File: config.mk
export PLATFORM = sky130hd
export DESIGN_NAME = wpd_wake_pin_detector
export DESIGN_NICKNAME = d
export VERILOG_FILES = /design/src/hw/wpd_pkg.sv /design/src/hw/wpd_wake_filter.sv /design/src/hw/wpd_edge_flags.sv /design/src/hw/wpd_wake_pin_detector.sv
export SDC_FILE = /design/constraint.sdc
export NUM_CORES = 1
export LEC_CHECK = 0
export BUFFER_PORTS_ARGS = -buffer_cell sky130_fd_sc_hd__buf_2
export CAP_MARGIN = 20
export CORE_MARGIN = 3
export CORE_UTILIZATION = 41
export CTS_CLUSTER_DIAMETER = 120
export DETAILED_ROUTE_END_ITERATION = 6
export PLACE_DENSITY = 0.78
export SYNTH_ARGS = -nofsm -noshare
export SYNTH_HDL_FRONTEND = slang
export SYNTH_HIERARCHICAL = 1
export SYNTH_SLANG_ARGS = --single-unit
File: constraint.sdc
create_clock -name clk_sys -period 2.25 [get_ports clk_sys]
set_clock_uncertainty 0.2 [all_clocks]
set_input_delay 0.3375 -clock clk_sys [delete_from_list [all_inputs] [get_ports clk_sys]]
set_output_delay 0.3375 -clock clk_sys [all_outputs]
set_load 0.01 [all_outputs]
File: src/hw/wpd_pkg.sv
// shared constants, types and register map of the wake pin detector
`default_nettype none
package wpd_pkg;
    // clock and filter timing
    localparam int unsigned CLK_PERIOD_PS = 5000;
    localparam int unsigned FILTER_TIME_NS = 10000;
    // least time, so round up to whole cycles
    localparam int unsigned FILT_CYCLES = (FILTER_TIME_NS * 1000 + CLK_PERIOD_PS - 1) / CLK_PERIOD_PS;
    localparam logic [11:0] FILT_COUNT = 12'(FILT_CYCLES);

    // register byte offsets
    localparam logic [3:0] REG_CTRL = 4'h0;
    localparam logic [3:0] REG_LEVEL = 4'h4;
    localparam logic [3:0] REG_IRQ_STATUS = 4'h8;
    localparam logic [3:0] REG_IRQ_MASK = 4'hc;

    // field positions
    localparam int unsigned CTRL_ENABLE_BIT = 0;
    localparam int unsigned LEVEL_BIT = 0;

    // reset values
    localparam logic CTRL_ENABLE_RESET = 1'b0;
    localparam logic [1:0] IRQ_MASK_RESET = 2'h0;

    // rise in bit 0, fall in bit 1 (status, mask, events)
    typedef struct packed {
        logic fall;
        logic rise;
    } wpd_pair_t;

    // operating mode of the surrounding chip
    typedef enum logic [2:0] {
        MODE_OFF = 3'b000,
        MODE_INIT = 3'b001,
        MODE_NORMAL = 3'b010,
        MODE_STOP = 3'b011,
        MODE_SLEEP = 3'b100,
        MODE_RESTART = 3'b101,
        MODE_FAILSAFE = 3'b110,
        MODE_SWFLASH = 3'b111
    } wpd_mode_t;

    // sleep wake tracker
    typedef enum logic [1:0] {
        WST_ACTIVE = 2'b00,
        WST_SLEEP = 2'b01,
        WST_WOKEN = 2'b10
    } wpd_wst_t;
endpackage
`default_nettype wire

File: src/hw/wpd_wake_filter.sv
// wake input synchroniser and both-edge glitch filter
`timescale 1ns/10ps
`default_nettype none
module wpd_wake_filter (
    input wire logic clk_sys,
    input wire logic rst,
    input wire logic ce,
    input wire logic wake_input,
    input wire logic hold_off,
    output logic level,
    output wpd_pkg::wpd_pair_t edges
);
    logic sync_a;
    logic sync_b;
    logic stable;
    logic [11:0] cnt;

    // two-flop synchroniser, first stage feeds only the second
    always_ff @(posedge clk_sys or posedge rst) begin
        if (rst) begin
            sync_a <= 1'b0;
            sync_b <= 1'b0;
        end else if (ce) begin
            sync_a <= wake_input;
            sync_b <= sync_a;
        end
    end

    // counter runs while level differs, any bounce back restarts it
    always_ff @(posedge clk_sys or posedge rst) begin
        if (rst) begin
            stable <= 1'b0;
            cnt <= 12'h000;
            edges <= '0;
        end else if (ce) begin
            edges <= '0;
            if (hold_off) begin
                // track silently so recovery raises no stale event
                stable <= sync_b;
                cnt <= 12'h000;
            end else if (sync_b == stable) begin
                cnt <= 12'h000;
            end else if (cnt == wpd_pkg::FILT_COUNT) begin
                stable <= sync_b;
                cnt <= 12'h000;
                edges.rise <= sync_b;
                edges.fall <= ~sync_b;
            end else begin
                cnt <= cnt + 12'h001;
            end
        end
    end

    assign level = stable;

    a_uv_quiet: assert property (@(posedge clk_sys) disable iff (rst)
        ce && hold_off |=> !edges.rise && !edges.fall) else $error("event under undervoltage");
    a_filter_span: assert property (@(posedge clk_sys) disable iff (rst)
        $past(ce) && (edges.rise || edges.fall) |-> $past(cnt) == wpd_pkg::FILT_COUNT
        && $past(sync_b) != $past(stable)) else $error("edge before filter time");
    a_edge_dir: assert property (@(posedge clk_sys) disable iff (rst)
        (edges.rise |-> stable) and (edges.fall |-> !stable)) else $error("edge direction wrong");
    a_bounce_restart: assert property (@(posedge clk_sys) disable iff (rst)
        ce && !hold_off && sync_b == stable |=> cnt == 12'h000) else $error("filter not restarted");
endmodule
`default_nettype wire

File: src/hw/wpd_edge_flags.sv
// sticky edge flags with write-one-to-clear and mask
`timescale 1ns/10ps
`default_nettype none
module wpd_edge_flags (
    input wire logic clk_sys,
    input wire logic rst,
    input wire logic ce,
    input wire logic set_en,
    input wire wpd_pkg::wpd_pair_t edges,
    input wire wpd_pkg::wpd_pair_t clr,
    input wire wpd_pkg::wpd_pair_t mask,
    output wpd_pkg::wpd_pair_t flags,
    output logic irq
);
    // set wins over a clear in the same cycle
    always_ff @(posedge clk_sys or posedge rst) begin
        if (rst) begin
            flags <= '0;
        end else if (ce) begin
            flags <= wpd_pkg::wpd_pair_t'((flags & ~clr) | (edges & {2{set_en}}));
        end
    end

    // mask bit high blocks that edge from the output
    assign irq = |(flags & ~mask);

    a_set_wins: assert property (@(posedge clk_sys) disable iff (rst)
        ce && set_en && edges.rise |=> flags.rise) else $error("rise flag lost");
    a_fall_set: assert property (@(posedge clk_sys) disable iff (rst)
        ce && set_en && edges.fall |=> flags.fall && irq == !mask.fall || flags.rise && !mask.rise)
        else $error("fall flag lost");
    a_mask_split: assert property (@(posedge clk_sys) disable iff (rst)
        flags.rise && !flags.fall && mask.rise |-> !irq) else $error("masked rise raised irq");
endmodule
`default_nettype wire

File: src/hw/wpd_wake_pin_detector.sv
// wake pin detector top: avalon registers, sleep wake and restart requests
// Functional notes
// - falling and rising wake input transitions both count as wake events.
// - a new level counts only after it persists longer than the filter time.
// - software enables or disables the wake function by a register bit.
// - below the undervoltage threshold all wake events are ignored.
// - wake level is readable in normal, stop and software flash modes.
// - with enable set, a valid edge ends sleep mode.
// - in fail-safe mode any valid edge requests restart mode.
// - with enable in active modes each edge sets its flag, interrupt unless masked.
// - rising and falling interrupts are masked independently.
// - pending flags at or during sleep entry cause an immediate wake.
//
// Decided for this implementation: the register offsets and the Avalon-MM slave port.
`timescale 1ns/10ps
`default_nettype none
module wpd_wake_pin_detector (
    input wire logic clk_sys,
    input wire logic rst,
    input wire logic ce,
    input wire logic wake_input,
    input wire logic uv_off,
    input wire wpd_pkg::wpd_mode_t sbc_mode,
    input wire logic sleep_transition,
    input wire logic [3:0] avs_address,
    input wire logic avs_read,
    input wire logic avs_write,
    input wire logic [31:0] avs_writedata,
    input wire logic [3:0] avs_byteenable,
    output logic [31:0] avs_readdata,
    output logic avs_waitrequest,
    output logic irq,
    output logic wake_from_sleep,
    output logic restart_request
);
    logic level;
    wpd_pkg::wpd_pair_t edges;
    wpd_pkg::wpd_pair_t flags;
    wpd_pkg::wpd_pair_t mask;
    wpd_pkg::wpd_pair_t clr;
    logic wake_function_enable;
    logic ack;
    logic req;
    logic wr_stb;
    logic set_en;
    logic any_edge;
    logic any_flag;
    wpd_pkg::wpd_wst_t state;
    wpd_pkg::wpd_wst_t next_state;
    logic next_wake;
    logic next_restart;

    // modes in which level is visible and flags may be set
    function automatic logic mode_active(input wpd_pkg::wpd_mode_t m);
        return (m == wpd_pkg::MODE_NORMAL) || (m == wpd_pkg::MODE_STOP) || (m == wpd_pkg::MODE_SWFLASH);
    endfunction

    // register read multiplexer, unmapped offsets read zero
    function automatic logic [31:0] read_word(
        input logic [3:0] a,
        input logic en,
        input logic lvl,
        input wpd_pkg::wpd_pair_t f,
        input wpd_pkg::wpd_pair_t m
    );
        logic [31:0] w;
        w = 32'h0000_0000;
        case (a)
            wpd_pkg::REG_CTRL: w[wpd_pkg::CTRL_ENABLE_BIT] = en;
            wpd_pkg::REG_LEVEL: w[wpd_pkg::LEVEL_BIT] = lvl;
            wpd_pkg::REG_IRQ_STATUS: w[1:0] = f;
            wpd_pkg::REG_IRQ_MASK: w[1:0] = m;
            default: w = 32'h0000_0000;
        endcase
        return w;
    endfunction

    wpd_wake_filter u_filter (
        .clk_sys(clk_sys),
        .rst(rst),
        .ce(ce),
        .wake_input(wake_input),
        .hold_off(uv_off),
        .level(level),
        .edges(edges)
    );

    // flags set only when enabled, in active modes or during the sleep handover
    assign set_en = wake_function_enable && !uv_off && (mode_active(sbc_mode) || sleep_transition);

    wpd_edge_flags u_flags (
        .clk_sys(clk_sys),
        .rst(rst),
        .ce(ce),
        .set_en(set_en),
        .edges(edges),
        .clr(clr),
        .mask(mask),
        .flags(flags),
        .irq(irq)
    );

    assign any_edge = edges.rise || edges.fall;
    assign any_flag = flags.rise || flags.fall;

    // one wait state per access; readdata is loaded while waitrequest is high
    assign req = avs_read || avs_write;
    assign avs_waitrequest = req && !ack;
    assign wr_stb = avs_write && ack;

    always_ff @(posedge clk_sys or posedge rst) begin
        if (rst) begin
            ack <= 1'b0;
        end else if (ce) begin
            ack <= req && !ack;
        end
    end

    // read data captured one edge before the answer edge
    always_ff @(posedge clk_sys or posedge rst) begin
        if (rst) begin
            avs_readdata <= 32'h0000_0000;
        end else if (ce && avs_read && !ack) begin
            avs_readdata <= read_word(avs_address, wake_function_enable,
                                      level && mode_active(sbc_mode), flags, mask);
        end
    end

    // enable bit, only byte lane 0 carries fields
    always_ff @(posedge clk_sys or posedge rst) begin
        if (rst) begin
            wake_function_enable <= wpd_pkg::CTRL_ENABLE_RESET;
        end else if (ce && wr_stb && avs_address == wpd_pkg::REG_CTRL && avs_byteenable[0]) begin
            wake_function_enable <= avs_writedata[wpd_pkg::CTRL_ENABLE_BIT];
        end
    end

    // independent mask bits
    always_ff @(posedge clk_sys or posedge rst) begin
        if (rst) begin
            mask <= wpd_pkg::wpd_pair_t'(wpd_pkg::IRQ_MASK_RESET);
        end else if (ce && wr_stb && avs_address == wpd_pkg::REG_IRQ_MASK && avs_byteenable[0]) begin
            mask <= wpd_pkg::wpd_pair_t'(avs_writedata[1:0]);
        end
    end

    // write-one-to-clear strobe toward the flags
    always_comb begin
        clr = '0;
        if (wr_stb && avs_address == wpd_pkg::REG_IRQ_STATUS && avs_byteenable[0]) begin
            clr = wpd_pkg::wpd_pair_t'(avs_writedata[1:0]);
        end
    end

    // sleep tracker: pending flags are not cleared by sleep entry, so they wake at once;
    // software is expected to clear them before commanding sleep
    always_comb begin
        next_state = state;
        next_wake = 1'b0;
        unique case (state)
            wpd_pkg::WST_ACTIVE: begin
                if (sbc_mode == wpd_pkg::MODE_SLEEP) begin
                    next_state = wpd_pkg::WST_SLEEP;
                end
            end
            wpd_pkg::WST_SLEEP: begin
                if (sbc_mode != wpd_pkg::MODE_SLEEP) begin
                    next_state = wpd_pkg::WST_ACTIVE;
                end else if (any_flag || (wake_function_enable && any_edge)) begin
                    next_state = wpd_pkg::WST_WOKEN;
                    next_wake = 1'b1;
                end
            end
            wpd_pkg::WST_WOKEN: begin
                if (sbc_mode != wpd_pkg::MODE_SLEEP) begin
                    next_state = wpd_pkg::WST_ACTIVE;
                end
            end
            default: next_state = wpd_pkg::WST_ACTIVE;
        endcase
    end

    // fail-safe restart ignores the enable bit
    assign next_restart = (sbc_mode == wpd_pkg::MODE_FAILSAFE) && any_edge;

    always_ff @(posedge clk_sys or posedge rst) begin
        if (rst) begin
            state <= wpd_pkg::WST_ACTIVE;
            wake_from_sleep <= 1'b0;
            restart_request <= 1'b0;
        end else if (ce) begin
            state <= next_state;
            wake_from_sleep <= next_wake;
            restart_request <= next_restart;
        end
    end

    a_sleep_flag_wake: assert property (@(posedge clk_sys) disable iff (rst)
        ce && state == wpd_pkg::WST_SLEEP && sbc_mode == wpd_pkg::MODE_SLEEP && any_flag
        |=> wake_from_sleep && state == wpd_pkg::WST_WOKEN) else $error("pending flag did not wake");
    a_sleep_edge_wake: assert property (@(posedge clk_sys) disable iff (rst)
        ce && state == wpd_pkg::WST_SLEEP && sbc_mode == wpd_pkg::MODE_SLEEP && wake_function_enable
        && any_edge |=> wake_from_sleep) else $error("edge did not end sleep");
    a_wake_cause: assert property (@(posedge clk_sys) disable iff (rst)
        $past(ce) && wake_from_sleep |-> $past(state) == wpd_pkg::WST_SLEEP) else $error("spurious wake");
    a_failsafe_restart: assert property (@(posedge clk_sys) disable iff (rst)
        ce && sbc_mode == wpd_pkg::MODE_FAILSAFE && any_edge |=> restart_request) else $error("no restart");
    a_disable_blocks: assert property (@(posedge clk_sys) disable iff (rst)
        ce && !wake_function_enable && !any_flag |=> !flags.rise && !flags.fall) else $error("flag while off");
    a_level_read: assert property (@(posedge clk_sys) disable iff (rst)
        ce && avs_read && !ack && avs_address == wpd_pkg::REG_LEVEL
        |=> avs_readdata[0] == ($past(level) && $past(mode_active(sbc_mode)))) else $error("bad level read");
    a_bus_answer: assert property (@(posedge clk_sys) disable iff (rst)
        ce && avs_waitrequest |=> !avs_waitrequest || !req) else $error("waitrequest held too long");
    a_uv_no_flag: assert property (@(posedge clk_sys) disable iff (rst)
        ce && uv_off && !any_flag |=> !flags.rise && !flags.fall) else $error("flag under undervoltage");
    a_mode_gate: assert property (@(posedge clk_sys) disable iff (rst)
        ce && !mode_active(sbc_mode) && !sleep_transition && !any_flag |=> !flags.rise && !flags.fall)
        else $error("flag outside active modes");
    a_irq_unmasked: assert property (@(posedge clk_sys) disable iff (rst)
        (flags.rise && !mask.rise) || (flags.fall && !mask.fall) |-> irq)
        else $error("unmasked flag without irq");
    a_restart_cause: assert property (@(posedge clk_sys) disable iff (rst)
        $past(ce) && restart_request |-> $past(sbc_mode) == wpd_pkg::MODE_FAILSAFE)
        else $error("restart outside fail-safe");
    a_ce_freeze: assert property (@(posedge clk_sys) disable iff (rst)
        !ce |=> $stable(flags) && $stable(mask) && $stable(wake_function_enable))
        else $error("state moved while frozen");
endmodule
`default_nettype wire

==> impl_metrics.py <==
metrics = {
    "run_status": {
        "outcome": "completed",
    },
    "drt": {
        "drt_iter0_drc": 51,
        "vias_per_cell": 4.88,
        "antenna_left": 0,
        "wl_per_cell_um": 11.6,
        "drt_first_pass_iters": 4,
        "vias": 1288,
        "drc_errors": 0,
        "finalWirelength_mm": 3.06,
    },
    "floorplan": {
        "die_x_um": 71.6,
        "core_um2": 4090,
        "die_h_um": 71.6,
        "ioPinCount": 87,
        "start_util": 0.432,
        "core.rowCount": 23,
        "dieArea_um2": 5130,
    },
    "sta": {
        "fin_tns_setup_ns": 0,
        "setup_ws_ns": 0.129,
        "timing.final.max_slew_violations": 0,
        "worstMarginPinSlew_ns": 0.637,
        "hold_violations": 0,
        "fin_crit_sh": 0.943,
        "slew_headroom": 0.575,
        "fmax_mhz": 472,
        "setup_viol": 0,
        "fin_crit_ns": 2.12,
        "rsz0062_at_grt": "false",
    },
    "place": {
        "pre_cts_slack_ns": 0.136,
        "place_congestion": 0.836,
        "io_buffers": 23,
        "dp_hpwl_mm": 2.33,
        "dpl-instance-area_um2": 1830,
    },
    "yosys": {
        "ys.flop_type": "dfrtp_1",
        "ys_types": 47,
        "yosysWarnings": 6,
        "yosys_register_bits": 29,
        "synth_edf_count": 0,
        "synth.avg_cell_area_um2": 9.59,
        "ys_async_sr_fraction": 1.00,
        "syn-cell-area_um2": 1770,
        "synthCells": 184,
        "seq_area_frac_synth": 0.411,
    },
    "critical_path": {
        "required_ns": 2.20,
        "endpoint_kind": "flip-flop",
        "cp-start-kind": "flip-flop",
        "critPathSlowestCell": "or4b_4",
        "crit_type": "flip-flop to flip-flop",
        "crit_fanout": 8,
        "critPathArrivalTime_ns": 2.07,
        "critPathMaxStageDelay_ns": 0.51,
        "worstPathCellList": "inv_1, ha_1, nand4bb_1, or4b_4, buf_4, a21boi_4, nor2_1",
    },
    "layout": {
        "nets": 266,
        "antenna-diode-count": 0,
        "final_cell_mix": "conb_1, dfrtp_1, buf_2, nor2_1, inv_1",
        "final_common_cell": "conb_1",
        "regArea_um2": 726,
        "fillers": 390,
        "synthToLayoutAreaGrowth_pct": 11.0,
        "fin_area_um2": 1960,
        "layout-drive-gt1-share": 0.220,
        "multi_input_area_um2": 866,
        "final_util": 0.479,
    },
    "grt": {
        "first_global_vias": 1141,
        "overflow": 0,
        "grt_use_total": 0.129,
        "antenna_found_initial": 0,
        "grt_first_pass_wirelength_mm": 5.06,
        "grt_start_max_net_pins": 18,
    },
    "power": {
        "p_per_area_nw_per_um2": 651,
        "ir_worst_vdd_v": 0.000329,
        "leakage_nw": 0.915,
    },
    "run": {
        "cap_violations": 0,
    },
    "cts": {
        "cts_root_buffer": "clkbuf_8",
        "clk_latency_ns": 0.28,
        "numCtsBuffers": 5,
        "cts_tree": "yes",
        "cts_buffer_depth": 2,
        "htree_num_levels": 2,
        "clock_sinks": 29,
        "clk_pin_slew_worst_paths_ns": 0.06,
    },
    "hold_path": {
        "hold_path.class": "input pin to flip-flop",
    },
}
==> final timing paths <==
check | endpoint | slack, ns | start | cells after the start
max | u_filter/cnt[6] | 0.13 | u_filter/cnt[0] | 7
min reg2reg | restart_request | 0.28 | restart_request | 2
max in group asynchronous | u_filter/cnt[7] | 0.92 | rst | 3
max reg2reg | u_filter/cnt[6] | 0.13 | u_filter/cnt[0] | 7
min | u_filter/sync_a | 0.1 | wake_input | 2
min in group asynchronous | u_flags/flags[1] | 0.28 | rst | 3
==> routing by layer <==
layer	track usage	wire length [um]	up-vias
met3	0.0295	192	8
met5	0	0	-
li1	-	-	637
met4	0.0877	78	0
met1	0.162	1360	591
met2	0.198	1430	52
==> flip-flops by register name, summed over array words and instances (netlist names), 2 cells and up <==
name and flops:
avs_readdata 2, mask 2, state 2, u_filter/cnt 12
u_filter/edges 2, u_flags/flags 2
==> worst max-delay path: cells and delay by family, from the launching register on <==
family	cells	cell delay, ns
AOI/OAI and AO/OA	1	0.26
buffers and inverters	2	0.28
DFF	1	0.39
and+or+nand+nor	3	0.69
adders and majority gates	1	0.17
==> synthesized netlist by cell type (all sizes together), types with 3 or more instances <==
cell / instances / area [um2]
nand3: 6 / 30.0
o22ai: 3 / 18.8
a21oi: 3 / 15.0
dfrtp: 29 / 726
xnor2: 7 / 61.3
buf: 31 / 230
nand4: 4 / 31.3
inv: 13 / 48.8
mux2: 7 / 78.8
nor2b: 4 / 25.0
nand2: 11 / 41.3
nor2: 17 / 63.8
o21ai: 4 / 20.0
nor3: 5 / 25.0
nor4b: 3 / 32.5
==> where the power goes <==
part	internal [W]	total [W]	switching (W)
combinational	0.0000609	0.000159	0.0000985
sequential	0.000549	0.000574	0.0000251
clock	0.000360	0.000542	0.000182
total	0.000970	0.00128	0.000305
==> stage by stage <==
step / std cells / total power [W] / hold slack [ns]
2_1_floorplan: 213 / 0.000725 / -0.121
3_3_place_gp: 255 / 0.000735 / 0.0186
3_5_place_dp: 255 / 0.000740 / 0.0186
4_1_cts: 264 / 0.00129 / 0.0891
5_1_grt: 264 / 0.00134 / 0.108
6_report: 264 / 0.00128 / 0.0988
==> final cells by class <==
cell class,instances,area share
multi-input combinational,138,0.442
sequential,29,0.370
timing repair buffer,26,0.0715
clock buffer,7,0.0441
tap,50,0.0319
inverter,13,0.0249
clock inverter,1,0.0153
==> cell families after synthesis <==
family,synth area share
buffers and inverters,0.162
xor gates and xnor gates,0.0397
DFF,0.411
adders and majority gates,0.0142
muxes,0.0446
and+or+nand+nor,0.207
AOI/OAI and AO/OA,0.119
other,0.00212
==> what timing repair did <==
| item | 4_1_cts | 5_1_grt |
|---|---|---|
| setup endpoints to repair | 0 | 2 |
| hold buffers | 1 | 0 |
| endpoints found under the hold margin | 29 | 0 |
| resized for setup | 0 | 1 |
| setup buffers | 0 | 0 |
No activity file was read; power rests on OpenSTA's default activity.
